**src/apc_pkg.sv**
```systemverilog
/*
 * apc_pkg: shared constants and types for the amplifier panel control.
 * Assumes a 250 MHz single clock; all timing counts derive from it.
 */
package apc_pkg;
    // clock rate in hertz
    localparam longint CLK_HZ = 250_000_000;
    // timebase tick: one millisecond
    localparam int TICK_US = 1000;
    localparam int TICK_CYC = int'((CLK_HZ / 1_000_000) * TICK_US);
    // timing constants, in milliseconds
    localparam int BOOT_MS = 2000;
    localparam int HOLD_MS = 1000;
    localparam int FAN_MS = 60000;
    localparam int DEB_MS = 10;
    localparam int SEC_MS = 1000;
    // bus address limits and default
    localparam logic [4:0] ADDR_MIN = 5'h01;
    localparam logic [4:0] ADDR_MAX = 5'h1f;
    localparam logic [4:0] ADDR_RST = 5'h07;
    // last elapsed-time meter selection index
    localparam logic [1:0] METER_LAST = 2'h2;

    // display screens
    typedef enum logic [2:0] {
        SCR_MODEL, SCR_MAIN, SCR_SUPPLY, SCR_IDENT, SCR_METER, SCR_ADDR
    } apc_screen_t;

    // control source
    typedef enum logic [1:0] {
        CTL_LOCAL, CTL_BUS
    } apc_ctl_t;

    // main status text
    typedef enum logic [1:0] {
        TXT_STANDBY, TXT_OPERATE, TXT_RF_OFF, TXT_INTERLOCK
    } apc_text_t;
endpackage

```
**src/apc_debounce.sv**
```systemverilog
/*
 * apc_debounce: filters one button and gives a level and a press pulse.
 * Assumes a one-cycle tick enable from the shared timebase.
 */
`timescale 1ns/1ps
`default_nettype none
module apc_debounce #(
    parameter int STABLE_TICKS = 10
) (
    input wire logic clk_in, // system clock
    input wire logic rst_in, // sync reset
    input wire logic tick_in, // timebase tick
    input wire logic raw_in, // raw button
    output logic level_out, // filtered level
    output logic press_out // one-cycle press pulse
);
    import apc_pkg::*;
    initial begin
        if (STABLE_TICKS < 1 || STABLE_TICKS > 255)
            $error("apc_debounce: STABLE_TICKS out of range");
    end

    logic [7:0] cnt_q;
    logic lvl_q;
    logic prs_q;

    // accept a new level only after it stays for the full window
    always_ff @(posedge clk_in) begin
        if (rst_in) begin
            cnt_q <= 8'h00;
            lvl_q <= 1'b0;
            prs_q <= 1'b0;
        end else begin
            prs_q <= 1'b0;
            if (raw_in == lvl_q) begin
                cnt_q <= 8'h00;
            end else if (tick_in) begin
                if (cnt_q == 8'(STABLE_TICKS - 1)) begin
                    cnt_q <= 8'h00;
                    lvl_q <= raw_in;
                    prs_q <= raw_in;
                end else begin
                    cnt_q <= cnt_q + 8'h01;
                end
            end
        end
    end
    assign level_out = lvl_q;
    assign press_out = prs_q;
endmodule
`default_nettype wire

```
**src/apc_meter.sv**
```systemverilog
/*
 * apc_meter: one elapsed-time meter with seconds and a cycle count.
 * Assumes a one-second enable and a one-cycle start pulse.
 */
`timescale 1ns/1ps
`default_nettype none
module apc_meter #(
    parameter int SEC_W = 32,
    parameter int CYC_W = 24
) (
    input wire logic clk_in, // system clock
    input wire logic rst_in, // sync reset
    input wire logic sec_in, // one-second enable
    input wire logic run_in, // meter runs
    input wire logic start_in, // cycle start pulse
    output logic [SEC_W-1:0] secs_out, // total seconds
    output logic [CYC_W-1:0] cycles_out // cycle count
);
    import apc_pkg::*;
    initial begin
        if (SEC_W < 17 || CYC_W < 1)
            $error("apc_meter: widths too small");
    end

    // counters saturate instead of wrapping to zero
    always_ff @(posedge clk_in) begin
        if (rst_in) begin
            secs_out <= '0;
        end else if (sec_in && run_in && ~&secs_out) begin
            secs_out <= secs_out + SEC_W'(1);
        end
    end

    always_ff @(posedge clk_in) begin
        if (rst_in) begin
            cycles_out <= '0;
        end else if (start_in && ~&cycles_out) begin
            cycles_out <= cycles_out + CYC_W'(1);
        end
    end
endmodule
`default_nettype wire

```
**src/apc_panel.sv**
```systemverilog
/*
 * apc_panel: operating state, menu, interlock and control-mode logic
 * of an RF power amplifier front panel.
 * Assumes buttons, interlock and bus commands are synchronous to
 * REF_CLK_IN; bus command inputs are one-cycle pulses.
 */
// What this block does
// [RULE_01] model screen, main screen after 2 s
// [RULE_02] after boot: standby, local, local shown
// [RULE_03] menu entry needs one-second two-button hold
// [RULE_04] four menu pages, hold advances, then main
// [RULE_05] supply page clicks step supply channel
// [RULE_06] count operate time and RF cycles
// [RULE_07] meter page clicks step three meters
// [RULE_08] address page clicks change 01..31, default 07
// [RULE_09] refuse activation on interlock error/open
// [RULE_10] loop open drops to standby, no auto-restart
// [RULE_11] key in standby enters operate, RF on
// [RULE_12] key in operate turns RF off
// [RULE_13] fan runs one minute after deactivation
// [RULE_14] status lamp lights on shutdown fault
// [RULE_15] bus remote command sets remote state
// [RULE_16] control mode changes only in standby
// [RULE_17] go-to-local command returns local control
// [RULE_18] control key returns local control
// [RULE_19] fault latched until standby key confirms
// [RULE_20] address change takes effect at once
// [RULE_21] debounced buttons, hold timed by timebase
`timescale 1ns/1ps
`default_nettype none
module apc_panel #(
    parameter int TICK_CYCLES = apc_pkg::TICK_CYC,
    parameter int CH_W = 3,
    parameter logic [CH_W-1:0] CH_LAST = 3'h7
) (
    input wire logic REF_CLK_IN, // system clock
    input wire logic RST_IN, // mains power-up reset
    input wire logic BTN_LEFT_IN, // left button
    input wire logic BTN_RIGHT_IN, // right button
    input wire logic KEY_OPER_IN, // standby/operate key
    input wire logic KEY_CTRL_IN, // control key
    input wire logic LOOP_CLOSED_IN, // interlock loop closed
    input wire logic BUS_REMOTE_IN, // remote command pulse
    input wire logic BUS_GTL_IN, // go-to-local pulse
    input wire logic BUS_OPER_IN, // remote activate pulse
    input wire logic BUS_STBY_IN, // remote standby pulse
    input wire logic [1:0] BAND_IN, // current frequency band
    output apc_pkg::apc_screen_t SCREEN_OUT, // shown screen
    output apc_pkg::apc_text_t TEXT_OUT, // main status text
    output apc_pkg::apc_ctl_t CTL_OUT, // control source
    output logic RF_ON_OUT, // RF enabled
    output logic FAN_OUT, // cooling fan on
    output logic LED_FAULT_OUT, // status led
    output logic [CH_W-1:0] CHAN_OUT, // supply channel shown
    output logic [1:0] METER_OUT, // meter shown
    output logic [4:0] ADDR_OUT, // bus address
    output logic [31:0] MAINS_SECS_OUT, // mains-on seconds
    output logic [31:0] OPER_SECS_OUT, // operate seconds
    output logic [31:0] BAND_SECS_OUT, // band 0 operate seconds
    output logic [23:0] CYCLES_OUT // RF on cycles
);
    import apc_pkg::*;
    initial begin
        if (TICK_CYCLES < 1 || TICK_CYCLES > 1_000_000 || CH_W < 1)
            $error("apc_panel: bad parameter");
    end

    ////////////////////////////////////////////////////////////////////
    // timebase

    logic [19:0] tick_cnt_q;
    logic tick;
    logic [9:0] ms_cnt_q;
    logic sec_tick;

    // free-running millisecond tick [RULE_21]
    always_ff @(posedge REF_CLK_IN) begin
        if (RST_IN || tick)
            tick_cnt_q <= 20'h00000;
        else
            tick_cnt_q <= tick_cnt_q + 20'h00001;
    end
    assign tick = (tick_cnt_q == 20'(TICK_CYCLES - 1));

    // second tick for the meters
    always_ff @(posedge REF_CLK_IN) begin
        if (RST_IN)
            ms_cnt_q <= 10'h000;
        else if (tick)
            ms_cnt_q <= sec_tick ? 10'h000 : ms_cnt_q + 10'h001;
    end
    assign sec_tick = tick && (ms_cnt_q == 10'(SEC_MS - 1));

    ////////////////////////////////////////////////////////////////////
    // button filtering

    logic lft_lvl, lft_prs, rgt_lvl, rgt_prs;
    logic opk_prs, ctk_prs;

    apc_debounce #(.STABLE_TICKS(DEB_MS)) u_left (
        .clk_in(REF_CLK_IN), .rst_in(RST_IN), .tick_in(tick),
        .raw_in(BTN_LEFT_IN), .level_out(lft_lvl), .press_out(lft_prs));
    apc_debounce #(.STABLE_TICKS(DEB_MS)) u_right (
        .clk_in(REF_CLK_IN), .rst_in(RST_IN), .tick_in(tick),
        .raw_in(BTN_RIGHT_IN), .level_out(rgt_lvl), .press_out(rgt_prs));
    apc_debounce #(.STABLE_TICKS(DEB_MS)) u_oper (
        .clk_in(REF_CLK_IN), .rst_in(RST_IN), .tick_in(tick),
        .raw_in(KEY_OPER_IN), .level_out(), .press_out(opk_prs));
    apc_debounce #(.STABLE_TICKS(DEB_MS)) u_ctrl (
        .clk_in(REF_CLK_IN), .rst_in(RST_IN), .tick_in(tick),
        .raw_in(KEY_CTRL_IN), .level_out(), .press_out(ctk_prs));

    ////////////////////////////////////////////////////////////////////
    // two-button hold and single clicks

    logic [10:0] hold_q;
    logic hold_done_q;
    logic both;
    logic hold_evt;
    logic click_l, click_r;

    // a press while the other is held, or in the same cycle, belongs
    // to the hold, not a click; else a menu exit would step the page
    assign both = lft_lvl && rgt_lvl;
    assign click_l = lft_prs && !rgt_lvl && !rgt_prs;
    assign click_r = rgt_prs && !lft_lvl && !lft_prs;

    // one event per hold; release either button to arm the next [RULE_03]
    always_ff @(posedge REF_CLK_IN) begin
        if (RST_IN || !both) begin
            hold_q <= 11'h000;
            hold_done_q <= 1'b0;
        end else if (tick && !hold_done_q) begin
            if (hold_q == 11'(HOLD_MS - 1))
                hold_done_q <= 1'b1;
            else
                hold_q <= hold_q + 11'h001;
        end
    end
    assign hold_evt = both && tick && !hold_done_q
                      && hold_q == 11'(HOLD_MS - 1); // [RULE_21]

    ////////////////////////////////////////////////////////////////////
    // screens

    apc_screen_t scr_q;
    logic [10:0] boot_q;

    // boot timer held at the model screen [RULE_01]
    always_ff @(posedge REF_CLK_IN) begin
        if (RST_IN)
            boot_q <= 11'h000;
        else if (scr_q == SCR_MODEL && tick)
            boot_q <= boot_q + 11'h001;
    end

    // menu walk: main, supply, ident, meter, address, main [RULE_04]
    always_ff @(posedge REF_CLK_IN) begin
        if (RST_IN) begin
            scr_q <= SCR_MODEL;
        end else begin
            case (scr_q)
                SCR_MODEL: if (tick && boot_q == 11'(BOOT_MS - 1))
                    scr_q <= SCR_MAIN; // [RULE_01]
                SCR_MAIN: if (hold_evt) scr_q <= SCR_SUPPLY; // [RULE_03]
                SCR_SUPPLY: if (hold_evt) scr_q <= SCR_IDENT;
                SCR_IDENT: if (hold_evt) scr_q <= SCR_METER;
                SCR_METER: if (hold_evt) scr_q <= SCR_ADDR;
                SCR_ADDR: if (hold_evt) scr_q <= SCR_MAIN; // [RULE_04]
                default: scr_q <= SCR_MAIN;
            endcase
        end
    end

    // supply channel stepping wraps at both ends [RULE_05]
    always_ff @(posedge REF_CLK_IN) begin
        if (RST_IN)
            CHAN_OUT <= '0;
        else if (scr_q == SCR_SUPPLY && click_r)
            CHAN_OUT <= (CHAN_OUT == CH_LAST) ? '0 : CHAN_OUT + CH_W'(1);
        else if (scr_q == SCR_SUPPLY && click_l)
            CHAN_OUT <= (CHAN_OUT == '0) ? CH_LAST : CHAN_OUT - CH_W'(1);
    end

    // meter selection: mains, operate, band [RULE_07]
    always_ff @(posedge REF_CLK_IN) begin
        if (RST_IN)
            METER_OUT <= 2'h0;
        else if (scr_q == SCR_METER && click_r)
            METER_OUT <= (METER_OUT == METER_LAST) ? 2'h0 : METER_OUT + 2'h1;
        else if (scr_q == SCR_METER && click_l)
            METER_OUT <= (METER_OUT == 2'h0) ? METER_LAST : METER_OUT - 2'h1;
    end

    // address used live, no confirm step; clamps at limits [RULE_08]
    always_ff @(posedge REF_CLK_IN) begin
        if (RST_IN)
            ADDR_OUT <= ADDR_RST;
        else if (scr_q == SCR_ADDR && click_r && ADDR_OUT != ADDR_MAX)
            ADDR_OUT <= ADDR_OUT + 5'h01; // [RULE_20]
        else if (scr_q == SCR_ADDR && click_l && ADDR_OUT != ADDR_MIN)
            ADDR_OUT <= ADDR_OUT - 5'h01; // [RULE_20]
    end

    ////////////////////////////////////////////////////////////////////
    // operating state, interlock and faults

    logic booted;
    logic fault_q;
    logic rf_q;
    logic req_on, req_off;
    logic activate, drop;
    apc_text_t txt_q;

    assign booted = (scr_q != SCR_MODEL);
    // requests from the source in control only
    assign req_on = booted && ((CTL_OUT == CTL_LOCAL && opk_prs)
                    || (CTL_OUT == CTL_BUS && BUS_OPER_IN));
    assign req_off = (CTL_OUT == CTL_LOCAL && opk_prs)
                     || (CTL_OUT == CTL_BUS && BUS_STBY_IN);
    // loop open or latched fault blocks activation [RULE_09]
    assign activate = !rf_q && req_on && !fault_q && LOOP_CLOSED_IN;
    assign drop = rf_q && !LOOP_CLOSED_IN; // [RULE_10]

    // latched interlock fault; a local key press confirms it [RULE_19]
    always_ff @(posedge REF_CLK_IN) begin
        if (RST_IN)
            fault_q <= 1'b0;
        else if (!LOOP_CLOSED_IN && booted)
            fault_q <= 1'b1; // set wins over the confirm
        else if (opk_prs && !rf_q)
            fault_q <= 1'b0;
    end

    // rf state: reclosing the loop never restarts it [RULE_10]
    always_ff @(posedge REF_CLK_IN) begin
        if (RST_IN)
            rf_q <= 1'b0; // [RULE_02]
        else if (drop)
            rf_q <= 1'b0;
        else if (activate)
            rf_q <= 1'b1; // [RULE_11]
        else if (rf_q && req_off)
            rf_q <= 1'b0; // [RULE_12]
    end

    // status text follows the rf state and faults
    always_ff @(posedge REF_CLK_IN) begin
        if (RST_IN)
            txt_q <= TXT_STANDBY;
        else if (drop || (fault_q && !rf_q && !(opk_prs && LOOP_CLOSED_IN)))
            txt_q <= TXT_INTERLOCK; // [RULE_10]
        else if (activate)
            txt_q <= TXT_OPERATE; // [RULE_11]
        else if (rf_q && req_off)
            txt_q <= TXT_RF_OFF; // [RULE_12]
        else if (txt_q == TXT_INTERLOCK)
            txt_q <= TXT_STANDBY;
    end

    assign RF_ON_OUT = rf_q;
    assign TEXT_OUT = txt_q;
    assign SCREEN_OUT = scr_q;
    assign LED_FAULT_OUT = fault_q; // [RULE_14]

    ////////////////////////////////////////////////////////////////////
    // fan run-on

    logic [15:0] fan_q;

    // keeps cooling for a minute after rf drops [RULE_13]
    always_ff @(posedge REF_CLK_IN) begin
        if (RST_IN)
            fan_q <= 16'h0000;
        else if (rf_q)
            fan_q <= 16'(FAN_MS);
        else if (tick && fan_q != 16'h0000)
            fan_q <= fan_q - 16'h0001;
    end
    assign FAN_OUT = rf_q || (fan_q != 16'h0000);

    ////////////////////////////////////////////////////////////////////
    // control mode

    // mode changes ignored while operating [RULE_16]
    always_ff @(posedge REF_CLK_IN) begin
        if (RST_IN)
            CTL_OUT <= CTL_LOCAL; // [RULE_02]
        else if (!rf_q && (BUS_GTL_IN || ctk_prs))
            CTL_OUT <= CTL_LOCAL; // [RULE_17] [RULE_18]
        else if (!rf_q && BUS_REMOTE_IN)
            CTL_OUT <= CTL_BUS; // [RULE_15]
    end

    ////////////////////////////////////////////////////////////////////
    // elapsed time meters

    logic cyc_start;
    assign cyc_start = activate;

    // mains-on, operate (with cycles), and band 0 operate time [RULE_06]
    apc_meter u_mains (
        .clk_in(REF_CLK_IN), .rst_in(RST_IN), .sec_in(sec_tick),
        .run_in(1'b1), .start_in(1'b0),
        .secs_out(MAINS_SECS_OUT), .cycles_out());
    apc_meter u_oper_m (
        .clk_in(REF_CLK_IN), .rst_in(RST_IN), .sec_in(sec_tick),
        .run_in(rf_q), .start_in(cyc_start),
        .secs_out(OPER_SECS_OUT), .cycles_out(CYCLES_OUT));
    apc_meter u_band (
        .clk_in(REF_CLK_IN), .rst_in(RST_IN), .sec_in(sec_tick),
        .run_in(rf_q && BAND_IN == 2'h0), .start_in(1'b0),
        .secs_out(BAND_SECS_OUT), .cycles_out());
endmodule
`default_nettype wire

```
**config.mk**
```make
export PLATFORM = sky130hd
export DESIGN_NAME = apc_panel
export DESIGN_NICKNAME = d
export VERILOG_FILES = /design/src/apc_pkg.sv /design/src/apc_debounce.sv /design/src/apc_meter.sv /design/src/apc_panel.sv
export SDC_FILE = /design/constraint.sdc
export NUM_CORES = 1
export LEC_CHECK = 0
export BUFFER_PORTS_ARGS = -buffer_cell sky130_fd_sc_hd__buf_4
export CAP_MARGIN = 30
export CORE_MARGIN = 2
export CORE_UTILIZATION = 40
export DETAILED_ROUTE_END_ITERATION = 6
export PLACE_DENSITY_LB_ADDON = 0.2
export SLEW_MARGIN = 40
export SYNTH_ARGS = -nofsm -noshare
export SYNTH_HDL_FRONTEND = slang
export SYNTH_SLANG_ARGS = --single-unit
```
**constraint.sdc**
```tcl
create_clock -name REF_CLK_IN -period 3 [get_ports REF_CLK_IN]
set_clock_uncertainty 0.15 [all_clocks]
set_input_delay 0.6 -clock REF_CLK_IN [delete_from_list [all_inputs] [get_ports REF_CLK_IN]]
set_output_delay 0.6 -clock REF_CLK_IN [all_outputs]
set_load 0.005 [all_outputs]
```
==> results.py <==
metrics = {
    "grt": {
        "first_global_vias": 11130,
        "antenna_found_initial": 0,
        "overflow": 0,
        "globalRouteTotalUtil_pct": 19.30,
        "grt_pass1_wl_um": 55350,
        "grt_max_degree": 68,
    },
    "synth": {
        "synth_edf_count": 0,
        "ys_types": 70,
        "synth_top_flop_cell": "dfxtp_1",
        "synth_async_sr_flop_share_pct": 0,
        "synth-seq-area-share_pct": 38.47,
        "yosysTopAreaCellShare_pct": 38.47,
        "synth_area_leaders": "dfxtp_1, or4_1, nor2_1",
        "netlist_top_cells_count": "dfxtp_1, nor2_1, a21oi_1, or4_1, nand2_1",
        "yosysWarnings": 0,
        "yosysTopAreaCell": "dfxtp_1",
        "syn_nets": 1584,
        "synth.most_common_cell": "dfxtp_1",
        "ys_seq_elements": 247,
        "syn_area_per_cell_um2": 8.329,
        "syn_inst": 1543,
        "syn-cell-area_um2": 12850,
    },
    "floorplan": {
        "die_w_um": 183.3,
        "initial_core_util_pct": 40.62,
        "ios": 153,
        "coreArea_um2": 31640,
        "die-area_um2": 33580,
        "rows": 65,
        "dieHeight_um": 183.3,
    },
    "layout": {
        "num_antenna_cells": 0,
        "drive_gt1_share_pct": 17.74,
        "area_growth_syn_to_layout_pct": 20.14,
        "fin_nets": 1719,
        "finalInstanceArea_um2": 15440,
        "nFillCells": 3007,
    },
    "sta": {
        "hold_viol": 0,
        "setup_tns_ns": 0,
        "fmax_mhz": 352.6,
        "rsz0062_at_grt": "false",
        "drv_slew": 0,
        "slew_headroom_pct": 56.57,
        "fin_crit_ns": 2.836,
        "min_period_over_period_pct": 94.54,
        "worstMarginPinSlew_ns": 0.6423,
        "setup-violations-final": 0,
        "hold_ws_ns": 0.1643,
    },
    "worst_setup_path": {
        "cp-end-kind": "output port",
        "cp-start-kind": "register",
        "cp_max_fo": 7,
        "crit_type": "register to output port",
        "cp.arrival_ns": 2.09,
        "cp.required_ns": 2.25,
    },
    "clock_network": {
        "cts_max_level": 1,
        "root_buffer": "clkbuf_16",
        "clk_pin_slew_ns": 0.05,
        "tritoncts": "yes",
        "insertion_delay_ns": 0.54,
        "clock_sinks": 247,
        "cts_buffers": 29,
        "clockBufferDepth": 3,
    },
    "route": {
        "wl_per_cell_um": 15.74,
        "vias": 12011,
        "via_per_inst": 5.722,
        "dr.pass1.iters": 5,
        "drtAntennaViolNets": 0,
        "finalWirelength_um": 33030,
        "drc": 0,
        "drt_iter0_markers": 858,
    },
    "placement": {
        "port_buffers": 151,
        "dp_hpwl_um": 22930,
        "place_congestion": 0.8277,
        "placedInstanceArea_um2": 14470,
    },
    "status": {
        "outcome": "completed",
    },
    "power_and_ir_drop": {
        "powerDensity_nw_per_um2": 449.4,
        "p_leak_nw": 5.344,
        "ir_worst_vdd_v": 0.0004135,
        "total_power_w": 0.006940,
    },
    "flow_run": {
        "max_cap_violations": 0,
    },
    "hold_path": {
        "hold_path.class": "primary input to register",
    },
}
-- worst max-delay path: stages (launching register included) --
cell and delay (ns):
dfxtp_1 0.32, inv_1 0.08, ha_1 0.17, nand2b_1 0.17
nand2b_1 0.26, nor4_2 0.28, nand2_1 0.10, buf_4 0.16
-- flip-flops by register name, indices dropped and copies added, names as in the netlist, 10 cells and up --
name,count
tick_cnt_q,20
u_band.secs_out,32
u_mains.secs_out,32
u_oper_m.secs_out,32
u_oper_m.cycles_out,24
ms_cnt_q,10
hold_q,11
fan_q,16
boot_q,11
-- final timing paths --
check,start,end,slack [ns],depth (start not counted)
max reg2reg,tick_cnt_q[0],boot_q[10],0.24,6
min reg2reg,tick_cnt_q[0],tick_cnt_q[0],0.29,1
min,KEY_OPER_IN,u_oper.level_out,0.16,3
max,fan_q[0],FAN_OUT,0.16,7
-- cell usage in the layout (no fill, tap or decap), types with 4 or more instances in the layout --
| cell | instances |
|---|---|
| a211oi_1 | 9 |
| a21oi_1 | 114 |
| a311oi_1 | 4 |
| a31oi_1 | 8 |
| and2_1 | 11 |
| and3_1 | 27 |
| and4_1 | 27 |
| buf_4 | 193 |
| clkbuf_1 | 4 |
| clkbuf_16 | 29 |
| clkbuf_8 | 6 |
| clkinv_2 | 8 |
| dfxtp_1 | 247 |
| ha_1 | 28 |
| inv_1 | 41 |
| mux2_2 | 24 |
| mux2i_1 | 9 |
| nand2_1 | 83 |
| nand2b_1 | 11 |
| nand3_1 | 75 |
| nand4_1 | 64 |
| nor2_1 | 167 |
| nor2b_1 | 24 |
| nor3_1 | 46 |
| nor4_1 | 30 |
| nor4_2 | 4 |
| nor4b_1 | 6 |
| o2111ai_1 | 4 |
| o211ai_1 | 7 |
| o21ai_0 | 36 |
| o31ai_1 | 75 |
| o41ai_1 | 7 |
| or2_2 | 6 |
| or3_1 | 31 |
| or3b_2 | 5 |
| or4_1 | 85 |
| xnor2_1 | 54 |
| xor2_1 | 29 |
-- power by group --
group | total [W] | switching [W] | internal, W
combinational | 0.000109 | 0.0000760 | 0.0000332
clock | 0.00354 | 0.00139 | 0.00216
sequential | 0.00329 | 0.00000375 | 0.00328
-- kinds of logic (layout without fill, tap and decap cells) --
group | Yosys count | count (layout) | share of synthesized area (%)
multiplexers | 33 | 33 | 2.804
adder cells (fa/ha/maj) | 28 | 28 | 2.726
buffers and inverters | 133 | 287 | 4.147
AND/OR/NAND/NOR | 734 | 734 | 32.25
AO/OA/AOI/OAI | 284 | 284 | 13.91
other | 1 | 1 | 0.02918
flip-flops | 247 | 247 | 38.47
XOR/XNOR | 83 | 83 | 5.656
-- final cells by class --
type                       instances  area, um^2  area share, %
multi-input combinational       1163        7386          47.83
inverter                          41       153.9         0.9967
clock inverter                    11       130.1         0.8427
sequential                       247        4945          32.02
timing repair buffer             196        1500          9.716
clock buffer                      39       823.3          5.332
tap                              402       503.0          3.257
-- what timing repair did --
| action | 4_1_cts | 5_1_grt |
|---|---|---|
| buffers inserted | 0 | 1 |
| hold endpoints to repair | 0 | 0 |
| endpoints found under the setup margin | 0 | 2 |
| hold buffers | 0 | 0 |
| resized for setup | 0 | 1 |
-- per-layer routing --
metal  up-vias  global-route usage, %  wire length (um)
met3        47                  2.423              1203
met4         0                  4.128               541
met1      5752                  26.82             15920
met2       187                  32.09             15370
met5         -                      0                 0
li1       6025                      -                 -
-- through the flow --
step | std cells | util, % | worst slack [ns]
after floorplan | 1543 | - | 0.5556
after global placement | 2048 | 45.75 | 0.1737
after detailed placement | 2048 | 45.75 | 0.1947
after CTS | 2098 | 48.76 | 0.1115
after global routing | 2099 | 48.81 | 0.01836
final | 2099 | 48.81 | 0.1637
Note: power is estimated with default switching activity, not from simulation.
